### src/pkg/ebw_pkg.sv
// Constants and types for the external bus wait, hold and bank block
package ebw_pkg;

  // ****************************************************************
  // Register map (APB byte addresses)
  // ****************************************************************
  localparam logic [7:0] EBW_ADDR_MODE = 8'h00;
  localparam logic [7:0] EBW_ADDR_STAT = 8'h04;
  localparam logic [7:0] EBW_MODE_RST  = 8'h00;

  // Mode register fields
  localparam int EBW_CNT_LSB   = 0;
  localparam int EBW_WMODE_LSB = 2;
  localparam int EBW_BANK_BIT  = 4;
  localparam int EBW_HOLD_BIT  = 5;

  // Status register bits
  localparam int EBW_ST_HOLD   = 0;
  localparam int EBW_ST_EXT    = 1;
  localparam int EBW_ST_PEND   = 2;
  localparam int EBW_ST_BANK   = 3;

  // ****************************************************************
  // Address window exempt from waits (port direction registers)
  // ****************************************************************
  localparam logic [15:0] EBW_DIR_LO = 16'h0008;
  localparam logic [15:0] EBW_DIR_HI = 16'h000F;

  // Phase clock: half period in pclk cycles
  localparam logic [1:0] EBW_PHI_HALF = 2'h1;
  localparam logic [1:0] EBW_CNT_ONE  = 2'h1;
  localparam logic [1:0] EBW_CNT_NONE = 2'h0;

  typedef enum logic [1:0] {
    EBW_WM_OFF  = 2'h0,
    EBW_WM_SOFT = 2'h1,
    EBW_WM_RDY  = 2'h2,
    EBW_WM_XRDY = 2'h3
  } ebw_wmode_t;

  typedef enum logic [1:0] {
    EBW_PM_SINGLE = 2'h0,
    EBW_PM_EXPAND = 2'h1,
    EBW_PM_MICRO  = 2'h2,
    EBW_PM_EPROM  = 2'h3
  } ebw_pmode_t;

  typedef enum logic [3:0] {
    EBW_ST_IDLE_S = 4'b0001,
    EBW_ST_ACC_S  = 4'b0010,
    EBW_ST_EXT_S  = 4'b0100,
    EBW_ST_HLD_S  = 4'b1000
  } ebw_state_t;

endpackage : ebw_pkg

### src/hdl/ebw_phase_gen.sv
// Phase clock divider giving the bus timing reference and its fall
`timescale 1ns/1ns
module ebw_phase_gen
  import ebw_pkg::*;
(
  input  wire logic pclk,
  input  wire logic presetn,
  output logic      phi_out,
  output logic      phi_fall
);

  logic [1:0] div_r;
  logic       tick;

  // Free running; never stopped, also during bus release
  assign tick     = (div_r == EBW_PHI_HALF - EBW_CNT_ONE);
  assign phi_fall = tick & phi_out;

  always_ff @(posedge pclk or negedge presetn) begin
    if (!presetn) begin
      div_r   <= 2'h0;
      phi_out <= 1'b0;
    end else if (tick) begin
      div_r   <= 2'h0;
      phi_out <= ~phi_out;
    end else begin
      div_r   <= div_r + EBW_CNT_ONE;
    end
  end

endmodule : ebw_phase_gen

### src/hdl/ebw_wait_cnt.sv
// Down counter for extension bus cycles
`timescale 1ns/1ns
module ebw_wait_cnt
  import ebw_pkg::*;
(
  input  wire logic       pclk,
  input  wire logic       presetn,
  input  wire logic       load,
  input  wire logic [1:0] load_val,
  input  wire logic       dec,
  output logic      [1:0] cnt,
  output logic            last
);

  assign last = (cnt == EBW_CNT_ONE);

  // Load wins over decrement so a restart is never lost
  always_ff @(posedge pclk or negedge presetn) begin
    if (!presetn) begin
      cnt <= EBW_CNT_NONE;
    end else if (load) begin
      cnt <= load_val;
    end else if (dec && cnt != EBW_CNT_NONE) begin
      cnt <= cnt - EBW_CNT_ONE;
    end
  end

endmodule : ebw_wait_cnt

### src/hdl/ebw_bus_ctrl.sv
// External bus controller: slow memory wait, hold and bank strobe
`timescale 1ns/1ns
module ebw_bus_ctrl
  import ebw_pkg::*;
(
  input  wire logic        pclk,
  input  wire logic        presetn,
  // APB slave
  input  wire logic        psel,
  input  wire logic        penable,
  input  wire logic        pwrite,
  input  wire logic [7:0]  paddr,
  input  wire logic [31:0] pwdata,
  output logic      [31:0] prdata,
  output logic             pready,
  output logic             pslverr,
  // Core side
  input  wire logic [1:0]  proc_mode,
  input  wire logic        host_flag_sel,
  input  wire logic        acc_req,
  input  wire logic        acc_write,
  input  wire logic        acc_internal,
  input  wire logic        acc_indirect_indexed,
  input  wire logic [15:0] acc_addr,
  input  wire logic [7:0]  acc_wdata,
  output logic      [7:0]  acc_rdata,
  output logic             acc_done,
  output logic             cpu_clk_en,
  // Pins
  output logic      [15:0] addr_o,
  output logic             addr_oe_n,
  output logic      [7:0]  data_o,
  input  wire logic [7:0]  data_i,
  output logic             data_oe_n,
  output logic             rd_n,
  output logic             wr_n,
  output logic             phi_out,
  input  wire logic        ready_i,
  input  wire logic        bus_req_n,
  output logic             bus_grant_n,
  output logic             bank_access_strobe_n
);

  // ****************************************************************
  // Declarations
  // ****************************************************************
  logic [7:0]  cpu_mode_reg_b_r;
  ebw_wmode_t  wmode;
  logic [1:0]  wcnt_cfg;
  logic        expand;
  logic        hold_ok;
  logic        phi_fall;
  ebw_state_t  state_r;
  ebw_state_t  state_nxt;
  logic        start;
  logic        lat_write_r;
  logic        lat_int_r;
  logic        lat_indirect_indexed_r;
  logic [15:0] lat_addr_r;
  logic        wait_ok;
  logic        ext_pend_r;
  logic        first_r;
  logic        cnt_load;
  logic        cnt_dec;
  logic [1:0]  cnt;
  logic        cnt_last;
  logic        restart;
  logic        finish;
  logic        in_ext;
  logic        drive_bus;
  logic        wr_hit;
  logic        map_hit;

  assign wmode    = ebw_wmode_t'(cpu_mode_reg_b_r[EBW_WMODE_LSB +: 2]);
  assign wcnt_cfg = cpu_mode_reg_b_r[EBW_CNT_LSB +: 2];
  assign expand   = (proc_mode == EBW_PM_EXPAND) ||
                    (proc_mode == EBW_PM_MICRO);
  assign hold_ok  = cpu_mode_reg_b_r[EBW_HOLD_BIT] & expand &
                    ~host_flag_sel;

  // ****************************************************************
  // APB slave, zero wait states
  // ****************************************************************
  assign pready  = 1'b1;
  assign map_hit = (paddr == EBW_ADDR_MODE) || (paddr == EBW_ADDR_STAT);
  assign pslverr = psel & penable & ~map_hit;
  assign wr_hit  = psel & penable & pwrite & (paddr == EBW_ADDR_MODE);

  always_ff @(posedge pclk or negedge presetn) begin
    if (!presetn) begin
      cpu_mode_reg_b_r <= EBW_MODE_RST;
    end else if (wr_hit) begin
      cpu_mode_reg_b_r <= pwdata[7:0];
    end
  end

  // Read data captured in setup phase; unmapped reads as zero
  always_ff @(posedge pclk or negedge presetn) begin
    if (!presetn) begin
      prdata <= 32'h0000_0000;
    end else if (psel && !penable) begin
      prdata <= 32'h0000_0000;
      if (paddr == EBW_ADDR_MODE) begin
        prdata[7:0] <= cpu_mode_reg_b_r;
      end else if (paddr == EBW_ADDR_STAT) begin
        prdata[EBW_ST_HOLD] <= (state_r == EBW_ST_HLD_S);
        prdata[EBW_ST_EXT]  <= in_ext;
        prdata[EBW_ST_PEND] <= ext_pend_r;
        prdata[EBW_ST_BANK] <= ~bank_access_strobe_n;
      end
    end
  end

  // ****************************************************************
  // Phase clock and extension counter
  // ****************************************************************
  ebw_phase_gen u_phase (
    .pclk     (pclk),
    .presetn  (presetn),
    .phi_out  (phi_out),
    .phi_fall (phi_fall)
  );

  ebw_wait_cnt u_cnt (
    .pclk     (pclk),
    .presetn  (presetn),
    .load     (cnt_load),
    .load_val (wcnt_cfg),
    .dec      (cnt_dec),
    .cnt      (cnt),
    .last     (cnt_last)
  );

  // ****************************************************************
  // Access sequencing
  // ****************************************************************
  assign in_ext = (state_r == EBW_ST_EXT_S);
  // hold only taken from idle, so a running access completes
  assign start  = (state_r == EBW_ST_IDLE_S) & phi_fall & acc_req &
                  ~(hold_ok & ~bus_req_n);
  assign wait_ok = ~acc_internal & expand & (wmode != EBW_WM_OFF) &
                   (wcnt_cfg != EBW_CNT_NONE) &
                   ~((acc_addr >= EBW_DIR_LO) && (acc_addr <= EBW_DIR_HI));
  // restart while ready low at end of first extension cycle
  assign restart = in_ext & phi_fall & (wmode == EBW_WM_XRDY) &
                   first_r & ~ready_i;
  // count alone ends a plain extension
  assign finish  = phi_fall &
                   (((state_r == EBW_ST_ACC_S) & ~ext_pend_r) |
                    (in_ext & cnt_last & ~restart));
  assign cnt_load = (phi_fall & (state_r == EBW_ST_ACC_S) & ext_pend_r) |
                    restart;
  assign cnt_dec  = in_ext & phi_fall & ~restart;

  // Next state; moves only on phase clock falls
  always_comb begin
    state_nxt = state_r;
    unique case (state_r)
      EBW_ST_IDLE_S: begin
        if (phi_fall && hold_ok && !bus_req_n) begin
          state_nxt = EBW_ST_HLD_S;
        end else if (start) begin
          state_nxt = EBW_ST_ACC_S;
        end
      end
      EBW_ST_ACC_S: begin
        if (phi_fall) begin
          state_nxt = ext_pend_r ? EBW_ST_EXT_S : EBW_ST_IDLE_S;
        end
      end
      EBW_ST_EXT_S: begin
        if (finish) begin
          state_nxt = EBW_ST_IDLE_S;
        end
      end
      EBW_ST_HLD_S: begin
        // leave on request high or function lost
        if (phi_fall && (bus_req_n || !hold_ok)) begin
          state_nxt = EBW_ST_IDLE_S;
        end
      end
      default: state_nxt = EBW_ST_IDLE_S;
    endcase
  end

  always_ff @(posedge pclk or negedge presetn) begin
    if (!presetn) begin
      state_r <= EBW_ST_IDLE_S;
    end else begin
      state_r <= state_nxt;
    end
  end

  // Latch the access at cycle start
  always_ff @(posedge pclk or negedge presetn) begin
    if (!presetn) begin
      lat_addr_r  <= 16'h0000;
      lat_write_r <= 1'b0;
      lat_int_r   <= 1'b0;
      lat_indirect_indexed_r  <= 1'b0;
      data_o      <= 8'h00;
    end else if (start) begin
      lat_addr_r  <= acc_addr;
      lat_write_r <= acc_write;
      lat_int_r   <= acc_internal;
      lat_indirect_indexed_r  <= acc_indirect_indexed;
      data_o      <= acc_wdata;
    end
  end

  // Decide extension at cycle start from mode and ready level
  always_ff @(posedge pclk or negedge presetn) begin
    if (!presetn) begin
      ext_pend_r <= 1'b0;
    end else if (start) begin
      unique case (wmode)
        EBW_WM_SOFT: ext_pend_r <= wait_ok;
        // ready low before the fall extends
        EBW_WM_RDY,
        EBW_WM_XRDY: ext_pend_r <= wait_ok & ~ready_i;
        EBW_WM_OFF:  ext_pend_r <= 1'b0;
      endcase
    end else if (finish) begin
      ext_pend_r <= 1'b0;
    end
  end

  // First extension cycle marker, set again on each restart
  always_ff @(posedge pclk or negedge presetn) begin
    if (!presetn) begin
      first_r <= 1'b0;
    end else if (cnt_load) begin
      first_r <= 1'b1;
    end else if (cnt_dec) begin
      first_r <= 1'b0;
    end
  end

  // Completion pulse and read data
  always_ff @(posedge pclk or negedge presetn) begin
    if (!presetn) begin
      acc_done  <= 1'b0;
      acc_rdata <= 8'h00;
    end else begin
      acc_done <= finish;
      if (finish && !lat_write_r) begin
        acc_rdata <= data_i;
      end
    end
  end

  // ****************************************************************
  // Pin drive
  // ****************************************************************
  // Bus driven in expansion modes unless released
  assign drive_bus = expand & (state_nxt != EBW_ST_HLD_S);

  // float address and data, strobes held high
  always_ff @(posedge pclk or negedge presetn) begin
    if (!presetn) begin
      addr_o    <= 16'h0000;
      addr_oe_n <= 1'b1;
      data_oe_n <= 1'b1;
      rd_n      <= 1'b1;
      wr_n      <= 1'b1;
    end else begin
      addr_oe_n <= ~drive_bus;
      if (start) begin
        addr_o <= acc_addr;
      end
      // Strobes only for external cycles, high when idle or released
      // no strobes in single chip, ports keep their own use
      if (state_nxt == EBW_ST_ACC_S || state_nxt == EBW_ST_EXT_S) begin
        rd_n      <= lat_int_nxt() | lat_write_nxt() | ~drive_bus;
        wr_n      <= lat_int_nxt() | ~lat_write_nxt() | ~drive_bus;
        data_oe_n <= lat_int_nxt() | ~lat_write_nxt() | ~drive_bus;
      end else begin
        rd_n      <= 1'b1;
        wr_n      <= 1'b1;
        data_oe_n <= 1'b1;
      end
    end
  end

  // Access attributes as seen in the next cycle
  function automatic logic lat_int_nxt();
    return start ? acc_internal : lat_int_r;
  endfunction : lat_int_nxt

  function automatic logic lat_write_nxt();
    return start ? acc_write : lat_write_r;
  endfunction : lat_write_nxt

  // grant and CPU clock from the release state
  always_ff @(posedge pclk or negedge presetn) begin
    if (!presetn) begin
      bus_grant_n <= 1'b1;
      cpu_clk_en  <= 1'b1;
    end else begin
      bus_grant_n <= ~((state_nxt == EBW_ST_HLD_S) & ~host_flag_sel);
      cpu_clk_en  <= (state_nxt != EBW_ST_HLD_S);
    end
  end

  // bank strobe in indirect indexed data cycles
  always_ff @(posedge pclk or negedge presetn) begin
    if (!presetn) begin
      bank_access_strobe_n <= 1'b1;
    end else begin
      bank_access_strobe_n <= ~(cpu_mode_reg_b_r[EBW_BANK_BIT] & expand &
        (state_nxt == EBW_ST_ACC_S || state_nxt == EBW_ST_EXT_S) &
        (start ? acc_indirect_indexed : lat_indirect_indexed_r));
    end
  end

  // ****************************************************************
  // Assertions
  // ****************************************************************
  property p_no_int_wait;
    @(posedge pclk) disable iff (!presetn)
      in_ext |-> !lat_int_r && expand;
  endproperty
  a_no_int_wait: assert property (p_no_int_wait)
    else $error("extension on internal access");

  property p_dir_nowait;
    @(posedge pclk) disable iff (!presetn)
      in_ext |-> !(lat_addr_r >= EBW_DIR_LO && lat_addr_r <= EBW_DIR_HI);
  endproperty
  a_dir_nowait: assert property (p_dir_nowait)
    else $error("wait on direction register access");

  property p_soft_len;
    @(posedge pclk) disable iff (!presetn)
      $rose(in_ext) && wmode == EBW_WM_SOFT && wcnt_cfg == 2'h2
      |-> in_ext [*4] ##1 !in_ext;
  endproperty
  a_soft_len: assert property (p_soft_len)
    else $error("software wait length wrong");

  property p_rdy_skip;
    @(posedge pclk) disable iff (!presetn)
      start && wmode == EBW_WM_RDY && ready_i |=> !ext_pend_r;
  endproperty
  a_rdy_skip: assert property (p_rdy_skip)
    else $error("ready high still extended");

  property p_rdy_fixed;
    @(posedge pclk) disable iff (!presetn)
      cnt_dec && wmode == EBW_WM_RDY && !cnt_last
      |=> in_ext && cnt == $past(cnt) - 2'h1;
  endproperty
  a_rdy_fixed: assert property (p_rdy_fixed)
    else $error("ready wait count not fixed");

  property p_xrdy_restart;
    @(posedge pclk) disable iff (!presetn)
      in_ext && phi_fall && wmode == EBW_WM_XRDY && first_r && !ready_i
      |=> in_ext && cnt == wcnt_cfg && first_r;
  endproperty
  a_xrdy_restart: assert property (p_xrdy_restart)
    else $error("extended ready did not restart");

  property p_release_pins;
    @(posedge pclk) disable iff (!presetn)
      !bus_grant_n |-> addr_oe_n && data_oe_n && rd_n && wr_n &&
                       !cpu_clk_en;
  endproperty
  a_release_pins: assert property (p_release_pins)
    else $error("bus driven while granted");

  property p_phi_runs;
    @(posedge pclk) disable iff (!presetn)
      !bus_grant_n ##1 !bus_grant_n |-> phi_out != $past(phi_out, 1) ||
                                        phi_out != $past(phi_out, 2);
  endproperty
  a_phi_runs: assert property (p_phi_runs)
    else $error("phase clock stopped in release");

  property p_grant_ok;
    @(posedge pclk) disable iff (!presetn)
      !bus_grant_n |-> cpu_mode_reg_b_r[EBW_HOLD_BIT] && expand &&
                       !host_flag_sel;
  endproperty
  a_grant_ok: assert property (p_grant_ok)
    else $error("grant without hold enable");

  property p_give_back;
    @(posedge pclk) disable iff (!presetn)
      state_r == EBW_ST_HLD_S && phi_fall && bus_req_n
      |=> bus_grant_n && !addr_oe_n;
  endproperty
  a_give_back: assert property (p_give_back)
    else $error("buses not regained");

  property p_bank_ok;
    @(posedge pclk) disable iff (!presetn)
      !bank_access_strobe_n |-> cpu_mode_reg_b_r[EBW_BANK_BIT] && expand;
  endproperty
  a_bank_ok: assert property (p_bank_ok)
    else $error("bank strobe without enable");

  c_soft: cover property (@(posedge pclk) disable iff (!presetn)
    $rose(in_ext) && wmode == EBW_WM_SOFT);
  c_restart: cover property (@(posedge pclk) disable iff (!presetn)
    restart);
  c_hold: cover property (@(posedge pclk) disable iff (!presetn)
    $fell(bus_grant_n));
  c_bank: cover property (@(posedge pclk) disable iff (!presetn)
    $fell(bank_access_strobe_n));

endmodule : ebw_bus_ctrl

### config.mk
export PLATFORM = sky130hd
export DESIGN_NAME = ebw_bus_ctrl
export DESIGN_NICKNAME = d
export VERILOG_FILES = /design/src/pkg/ebw_pkg.sv /design/src/hdl/ebw_phase_gen.sv /design/src/hdl/ebw_wait_cnt.sv /design/src/hdl/ebw_bus_ctrl.sv
export SDC_FILE = /design/constraint.sdc
export NUM_CORES = 1
export LEC_CHECK = 0
export BUFFER_PORTS_ARGS = -buffer_cell sky130_fd_sc_hd__clkbuf_2
export CAP_MARGIN = 0
export CORE_MARGIN = 1.5
export CORE_UTILIZATION = 40
export DETAILED_ROUTE_END_ITERATION = 6
export PLACE_DENSITY = 0.76
export SYNTH_ARGS = -nofsm -noshare
export SYNTH_HDL_FRONTEND = slang
export SYNTH_SLANG_ARGS = --single-unit
### constraint.sdc
create_clock -name pclk -period 2.3 [get_ports pclk]
set_input_delay 0.23 -clock pclk [delete_from_list [all_inputs] [get_ports pclk]]
set_output_delay 0.23 -clock pclk [all_outputs]
set_load 0.02 [all_outputs]
==> impl_metrics.env, run 1 <==
export IMPL_synth_warnings=0
export IMPL_tightest_slew_ns=0.836
export IMPL_avgSynthCellArea_sq_um=13.0
export IMPL_grt_ovfl_total=0
export IMPL_fillers=709
export IMPL_grt_max_degree=70
export IMPL_regArea_sq_um=1740
export IMPL_setup_viol=0
export IMPL_htree_levels=3
export IMPL_row_count=32
export IMPL_cellPowerDensity_nw_per_um2=745
export IMPL_grt_pass1_vias=2189
export IMPL_wl_per_cell_um=13.3
export IMPL_fin_skew_ns=0.00903
export IMPL_ys_seq_area_frac=0.553
export IMPL_slew_headroom=0.443
export IMPL_clock_path_buffers=2
export IMPL_m1WireLength_um=2550
export IMPL_wl_um=6270
export IMPL_hold_ws_ns=0.0108
export IMPL_hold_viol=0
export IMPL_final_util=0.511
export IMPL_firstDrtPassIters=4
export IMPL_crit_type="reg2reg"
export IMPL_synth_main_ff_cell="dfrtp_1"
export IMPL_ir_worst_vdd_mv=0.451
export IMPL_synth_enable_flop_cells=0
export IMPL_post_route_min_period_ns=2.20
export IMPL_root_buffer="clkbuf_8"
export IMPL_status="complete, no violations"
export IMPL_cp_start_kind="register"
export IMPL_chipHeight_um=91.6
export IMPL_clk_pin_slew_worst_paths_ns=0.07
export IMPL_fin_crit_sh=0.959
export IMPL_cts_buffers_inserted=9
export IMPL_dpl_hpwl_um=4710
export IMPL_start_util=0.411
export IMPL_r2r_slack_ns=0.1
export IMPL_multiInputGateArea_sq_um=1220
export IMPL_postSynthCellCount=242
export IMPL_first_iter_violations=59
export IMPL_drive_gt1_frac=0.530
export IMPL_clkLatencyLatePin_ns=0.33
export IMPL_dieArea_sq_um=8390
export IMPL_timing_rr_end="acc_rdata[0]"
export IMPL_fmax_ghz=0.454
export IMPL_crit_chain="or4b_4, o32ai_2, nand3_2, nor2_4, mux2_2"
export IMPL_crit_buf_inv=0
export IMPL_critical_path_top_delay_family="simple AND/OR/NAND/NOR gates"
export IMPL_core_area_sq_um=7650
export IMPL_io_pins=161
export IMPL_wl_met3_um=440
export IMPL_ys_seq_elements=69
export IMPL_cts_tree="built"
export IMPL_cts_sinks=69
export IMPL_num_nets_final=453
export IMPL_p_leak_uw=0.00199
export IMPL_reg2reg_depth=5
export IMPL_highest_layer="met4"
export IMPL_n_antenna_cell=0
export IMPL_antenna_left=0
export IMPL_rsz0062_at_grt="no"
export IMPL_cp_arrival_ns=2.42
export IMPL_port_buffers=111
export IMPL_syn_to_final_growth_pct=24.5
export IMPL_tns_ns=0
export IMPL_critical_path_slowest_cell="or4b_4"
export IMPL_die_w_um=91.6
export IMPL_syn_cell_area_sq_um=3140
export IMPL_end_kind="register"
export IMPL_async_flop_share=1.00
export IMPL_required_ns=2.51
export IMPL_dr_total_vias=2209
export IMPL_worstReg2RegStart="state_r[2]"
export IMPL_globalplace_congestion=0.847
export IMPL_grt_first_pass_wirelength_um=10300
export IMPL_slowest_delay_ns=0.53
export IMPL_mostFrequentLayoutCells="clkbuf_2, dfrtp_1, mux2_2"
export IMPL_grt_usage=0.158
export IMPL_worstHoldPathType="in2async"
export IMPL_drc=0
export IMPL_synthDistinctLibCells=43
export IMPL_slew_violations=0
export IMPL_cp_max_fo=8
export IMPL_layout_commonest_cell="clkbuf_2"
export IMPL_antenna_found_initial=0
export IMPL_via_per_inst=4.70
export IMPL_maxCapViolations=0
export IMPL_wl_met2_um=3240
-- timing repair --
item	in CTS	in global routing
gates resized for setup	0	1
hold endpoints to repair	0	0
setup endpoints to repair	0	25
setup buffers	0	0
hold buffers	0	0
-- state kept, by name (all words and copies together), names as in the netlist, 2 cells and up --
signal,count
state_r,4
data_o,8
prdata,8
u_phase.div_r,2
acc_rdata,8
u_cnt.cnt,2
cpu_mode_reg_b_r,8
addr_o,16
-- worst max path at each step --
stage | from | end | cells past startpoint
after floorplan | u_phase.div_r[0] | rd_n | 8
after global placement | state_r[0] | acc_rdata[0] | 5
after detailed placement | state_r[0] | acc_rdata[4] | 5
after CTS | state_r[0] | acc_rdata[4] | 5
after global routing | state_r[2] | acc_rdata[4] | 5
final | state_r[2] | acc_rdata[0] | 5
-- metrics by stage --
| step | std cells | setup slack, ns | total power (uW) | instance area, sq um |
|---|---|---|---|---|
| after floorplan | 265 | 0.0184 | 1900 | 3230 |
| after global placement | 454 | 0.120 | 2100 | 3740 |
| after detailed placement | 454 | 0.0942 | 2130 | 3740 |
| after CTS | 470 | 0.0819 | 2960 | 3900 |
| after global routing | 470 | 0.0111 | 3070 | 3910 |
| final | 470 | 0.0951 | 2910 | 3910 |
-- logic make-up after synthesis --
| family | synth area share |
|---|---|
| DFF | 0.553 |
| xor gates and xnor gates | 0.0108 |
| other | 0.00239 |
| buffers and inverters | 0.0873 |
| muxes | 0.166 |
| and+or+nand+nor | 0.106 |
| adders and majority gates | 0.0159 |
| AOI/OAI and AO/OA | 0.0582 |
-- layout make-up --
type	count	area share
inverter	7	0.00672
clock inverter	5	0.00704
multi-input combinational	156	0.313
sequential	69	0.444
timing repair buffer	120	0.163
clock buffer	11	0.0336
tap	102	0.0327
-- synth_stat cells, drive strengths merged, types with 4 or more instances --
cell type / count / area share
buf: 31 / 0.077
mux2: 43 / 0.16
nor4b: 4 / 0.011
dfrtp: 62 / 0.49
inv: 7 / 0.0084
o21ai: 13 / 0.021
dfstp: 7 / 0.059
a22o: 4 / 0.011
nand2: 12 / 0.015
nand2b: 4 / 0.0080
nor2: 8 / 0.012
ha: 4 / 0.016
-- metal layers --
layer | up-vias | GRT usage
li1 | 1053 | -
met1 | 1065 | 0.192
met2 | 87 | 0.260
met3 | 4 | 0.0595
met4 | 0 | 0.0469
met5 | - | 0
-- where the power goes --
group          switching, uW  internal [uW]  leakage (uW)
Clock                    429            384     0.0000829
Sequential              76.2           1360      0.000852
Combinational            384            280       0.00106
(Power assumes the default switching activity.)
==> run 2, diff against run 1 <==
--- a/config.mk
+++ b/config.mk
@@ -10,7 +10,9 @@
 export CORE_MARGIN = 1.5
 export CORE_UTILIZATION = 40
 export DETAILED_ROUTE_END_ITERATION = 6
+export GPL_TIMING_DRIVEN = 0
 export PLACE_DENSITY = 0.76
+export SLEW_MARGIN = 20
 export SYNTH_ARGS = -nofsm -noshare
 export SYNTH_HDL_FRONTEND = slang
 export SYNTH_SLANG_ARGS = --single-unit
==> impl_metrics.env, run 2 (synthesis results as in run 1) <==
export IMPL_fin_skew_ns=0.00909
export IMPL_clkLatencyLatePin_ns=0.34
export IMPL_cellPowerDensity_nw_per_um2=709
export IMPL_start_util=0.411
export IMPL_antenna_left=0
export IMPL_grt_pass1_vias=2335
export IMPL_core_area_sq_um=7650
export IMPL_grt_usage=0.171
export IMPL_end_kind="register"
export IMPL_drive_gt1_frac=0.576
export IMPL_n_antenna_cell=0
export IMPL_crit_type="reg2reg"
export IMPL_cts_sinks=69
export IMPL_crit_chain="inv_2, ha_4, nand2_8, nor4_4, and3_4, mux2_4, or4b_4"
export IMPL_mostFrequentLayoutCells="clkbuf_2, dfrtp_1, mux2_2"
export IMPL_cp_start_kind="register"
export IMPL_critical_path_top_delay_family="simple AND/OR/NAND/NOR gates"
export IMPL_port_buffers=110
export IMPL_via_per_inst=4.69
export IMPL_io_pins=161
export IMPL_firstDrtPassIters=4
export IMPL_die_w_um=91.6
export IMPL_grt_ovfl_total=0
export IMPL_antenna_found_initial=0
export IMPL_crit_buf_inv=1
export IMPL_clk_pin_slew_worst_paths_ns=0.07
export IMPL_htree_levels=3
export IMPL_dpl_hpwl_um=5090
export IMPL_dieArea_sq_um=8390
export IMPL_slew_violations=0
export IMPL_cts_tree="built"
export IMPL_hold_viol=0
export IMPL_first_iter_violations=50
export IMPL_cts_buffers_inserted=9
export IMPL_fillers=672
export IMPL_root_buffer="clkbuf_8"
export IMPL_num_nets_final=484
export IMPL_rsz0062_at_grt="yes"
export IMPL_dr_total_vias=2350
export IMPL_wl_um=6980
export IMPL_post_route_min_period_ns=2.25
export IMPL_fin_crit_sh=0.977
export IMPL_clock_path_buffers=2
export IMPL_worstHoldPathType="in2reg"
export IMPL_chipHeight_um=91.6
export IMPL_fmax_ghz=0.445
export IMPL_ir_worst_vdd_mv=0.441
export IMPL_drc=0
export IMPL_grt_max_degree=41
export IMPL_required_ns=2.56
export IMPL_grt_first_pass_wirelength_um=11000
export IMPL_cp_max_fo=4
export IMPL_slew_headroom=0.523
export IMPL_tightest_slew_ns=0.706
export IMPL_critical_path_slowest_cell="or4b_4"
export IMPL_syn_to_final_growth_pct=34.0
export IMPL_p_leak_uw=0.00216
export IMPL_slowest_delay_ns=0.52
export IMPL_final_util=0.550
export IMPL_status="complete, no violations"
export IMPL_top_register="addr_o"
export IMPL_globalplace_congestion=0.809
export IMPL_largest_reg_flops=16
export IMPL_cp_arrival_ns=2.51
export IMPL_power_total_uw=2980
export IMPL_maxCapViolations=0
export IMPL_layout_commonest_cell="clkbuf_2"
export IMPL_row_count=32
export IMPL_wl_per_cell_um=13.9
export IMPL_setup_viol=0
-- run 2: final timing paths --
check	startpoint	to	slack [ns]	cells after the start
setup reg to reg	u_phase.div_r[1]	wr_n	0.05	7
hold reg to reg	cpu_mode_reg_b_r[4]	bank_access_strobe_n	0.48	1
min in group asynchronous	presetn	u_cnt.cnt[1]	0.39	2
max in group asynchronous	presetn	bank_access_strobe_n	1.32	3
setup / recovery	u_phase.div_r[1]	wr_n	0.05	7
hold / removal	host_flag_sel	bus_grant_n	0.1	2
-- run 2: per-layer routing --
metal,routed length (um),track usage,vias up
li1,-,-,1106
met1,2780,0.193,1146
met2,3620,0.295,85
met3,440,0.0595,13
met4,137,0.0651,0
met5,0,0,-
-- run 2: stage by stage --
stage / worst slack, ns / instances / setup TNS [ns] / area, sq um / hold slack [ns]
2_1_floorplan: 0.0184 / 265 / 0 / 3230 / -0.0656
3_3_place_gp: -0.146 / 477 / -1.97 / 3900 / 0.446
3_5_place_dp: -0.220 / 478 / -3.67 / 3930 / 0.226
4_1_cts: 0.0172 / 496 / 0 / 4150 / 0.0878
5_1_grt: -0.0166 / 501 / -0.134 / 4210 / 0.0953
6_report: 0.0521 / 501 / 0 / 4210 / 0.0992
-- run 2: power breakdown --
| group | switching [uW] | internal [uW] | leakage (uW) |
|---|---|---|---|
| Combinational | 397 | 317 | 0.00123 |
| Sequential | 78.3 | 1360 | 0.000851 |
| Clock | 447 | 384 | 0.0000829 |
-- run 2: final cells by class --
class,instances,area (sq um),share of cell area
multi-input combinational,156,1280,0.305
buffer,32,236,0.0562
timing repair buffer,119,636,0.151
sequential,69,1740,0.413
clock inverter,5,27.5,0.00654
tap,102,128,0.0303
clock buffer,11,131,0.0312
inverter,7,26.3,0.00625
-- run 2: worst reg2reg max path: stages, from the launching register on --
cell and delay (ns):
dfrtp_1 0.39, inv_2 0.08, ha_4 0.17, nand2_8 0.06, nor4_4 0.34, and3_4 0.28
mux2_4 0.32, or4b_4 0.52
-- run 2: what timing repair did --
action	CTS	global route
gates cloned	0	0
hold buffers	1	0
setup buffers	1	6
pin swaps	3	8
endpoints found under the setup margin	26	28
gates resized for setup	6	8
hold endpoints to repair	23	0
==> run 3, diff against run 2 <==
--- a/config.mk
+++ b/config.mk
@@ -8,10 +8,10 @@
 export BUFFER_PORTS_ARGS = -buffer_cell sky130_fd_sc_hd__clkbuf_2
 export CAP_MARGIN = 0
 export CORE_MARGIN = 1.5
-export CORE_UTILIZATION = 40
+export CORE_UTILIZATION = 32
 export DETAILED_ROUTE_END_ITERATION = 6
 export GPL_TIMING_DRIVEN = 0
-export PLACE_DENSITY = 0.76
+export PLACE_DENSITY = 0.63
 export SLEW_MARGIN = 20
 export SYNTH_ARGS = -nofsm -noshare
 export SYNTH_HDL_FRONTEND = slang
==> impl_metrics.env, run 3 (synthesis results as in run 1) <==
export IMPL_status="complete, no violations"
export IMPL_met3_usage=0.0479
export IMPL_start_util=0.335
export IMPL_critical_path_top_delay_family="simple AND/OR/NAND/NOR gates"
export IMPL_top_usage_layer="met2"
export IMPL_n_antenna_cell=0
export IMPL_power_total_uw=3050
export IMPL_syn_to_final_growth_pct=35.9
export IMPL_drc=0
export IMPL_slowest_delay_ns=0.52
export IMPL_crit_chain="inv_2, ha_4, nand2_8, nor4_4, and3_4, mux2_4, or4_4"
export IMPL_grt_usage=0.137
export IMPL_post_route_min_period_ns=2.24
export IMPL_clk_pin_slew_worst_paths_ns=0.07
export IMPL_hold_viol=0
export IMPL_row_count=35
export IMPL_hold_ws_ns=0.116
export IMPL_cp_max_fo=4
export IMPL_dpl_worst_slack_ns=-0.198
export IMPL_first_iter_violations=50
export IMPL_dieArea_sq_um=10400
export IMPL_cts_tree="built"
export IMPL_critical_path_slowest_cell="or4_4"
export IMPL_setup_viol=0
export IMPL_grt_max_degree=36
export IMPL_grt_pass1_vias=2331
export IMPL_cts_sinks=69
export IMPL_ir_worst_vdd_mv=0.401
export IMPL_drive_gt1_frac=0.569
export IMPL_p_leak_uw=0.00217
export IMPL_rsz0062_at_grt="no"
export IMPL_fin_skew_ns=0.0125
export IMPL_largest_reg_flops=16
export IMPL_io_pins=161
export IMPL_cellPowerDensity_nw_per_um2=715
export IMPL_crit_type="reg2reg"
export IMPL_cp_arrival_ns=2.49
export IMPL_final_util=0.455
export IMPL_mostFrequentLayoutCells="clkbuf_2, dfrtp_1, mux2_2"
export IMPL_firstDrtPassIters=4
export IMPL_port_buffers=110
export IMPL_required_ns=2.55
export IMPL_slew_violations=0
export IMPL_grt_first_pass_wirelength_um=11000
export IMPL_root_buffer="clkbuf_8"
export IMPL_globalplace_congestion=0.777
export IMPL_antenna_found_initial=0
export IMPL_slew_headroom=0.507
export IMPL_cp_start_kind="register"
export IMPL_dr_total_vias=2322
export IMPL_end_kind="register"
export IMPL_dpl_hpwl_um=5210
export IMPL_maxCapViolations=0
export IMPL_grt_util_met1=0.168
export IMPL_fmax_ghz=0.447
export IMPL_via_per_inst=4.41
export IMPL_tightest_slew_ns=0.730
export IMPL_htree_levels=3
export IMPL_clkLatencyLatePin_ns=0.34
export IMPL_grt_util_met2=0.227
export IMPL_layout_commonest_cell="clkbuf_2"
export IMPL_top_register="addr_o"
export IMPL_setup_ws_ns=0.0628
export IMPL_core_area_sq_um=9370
export IMPL_clock_path_buffers=2
export IMPL_num_nets_final=482
export IMPL_die_w_um=102
export IMPL_worstHoldPathType="in2reg"
export IMPL_cts_buffers_inserted=9
export IMPL_fin_crit_sh=0.973
export IMPL_crit_buf_inv=1
export IMPL_grt_ovfl_total=0
export IMPL_wl_per_cell_um=13.2
export IMPL_tns_ns=0
export IMPL_antenna_left=0
export IMPL_wl_um=6960
export IMPL_chipHeight_um=102
-- run 3: final cells by class --
type                    count  area (sq um)
fillers                   900          5110
flip-flops and latches     69          1740
multi-input cells         156          1290
repair buffers            117           633
plain buffers              32           236
clock buffers              15           176
well taps                 129           161
inverters                   7          26.3
clock inverters             1          5.00
-- run 3: final timing paths --
check                                            start                endpoint  slack (ns)  depth (start not counted)
worst min-delay path                     host_flag_sel             bus_grant_n        0.12                          2
max in group asynchronous                      presetn              state_r[0]        1.22                          3
worst max-delay path                  u_phase.div_r[1]                    rd_n        0.06                          7
worst min register to register  lat_indirect_indexed_r  lat_indirect_indexed_r        0.50                          1
worst max register to register        u_phase.div_r[1]                    rd_n        0.06                          7
min in group asynchronous                      presetn     cpu_mode_reg_b_r[0]        0.45                          2
-- run 3: worst reg2reg max path, cell delays in order (launching register included) --
cell and delay (ns):
dfrtp_1 0.39, inv_2 0.08, ha_4 0.18, nand2_8 0.07, nor4_4 0.32, and3_4 0.28
mux2_4 0.32, or4_4 0.52
-- run 3: layer usage --
layer	vias up	wire (um)
met5	-	0
met3	8	451
met4	0	76
met1	1117	2940
li1	1105	-
met2	92	3500
-- run 3: repair_timing --
action / in CTS / in global routing
pin swaps: 1 / 7
resized for setup: 5 / 9
setup endpoints to repair: 21 / 28
hold buffers: 1 / 0
endpoints found under the hold margin: 33 / 0
buffers inserted: 0 / 5
-- run 3: stage by stage --
step / cell area (sq um) / instances
2_1_floorplan: 3230 / 265
3_3_place_gp: 3940 / 504
3_5_place_dp: 3960 / 505
4_1_cts: 4180 / 522
5_1_grt: 4270 / 526
6_report: 4270 / 526
-- run 3: power breakdown --
group	switching (uW)	internal (uW)
Clock	427	481
Combinational	391	314
Sequential	78.1	1360
Total	896	2150
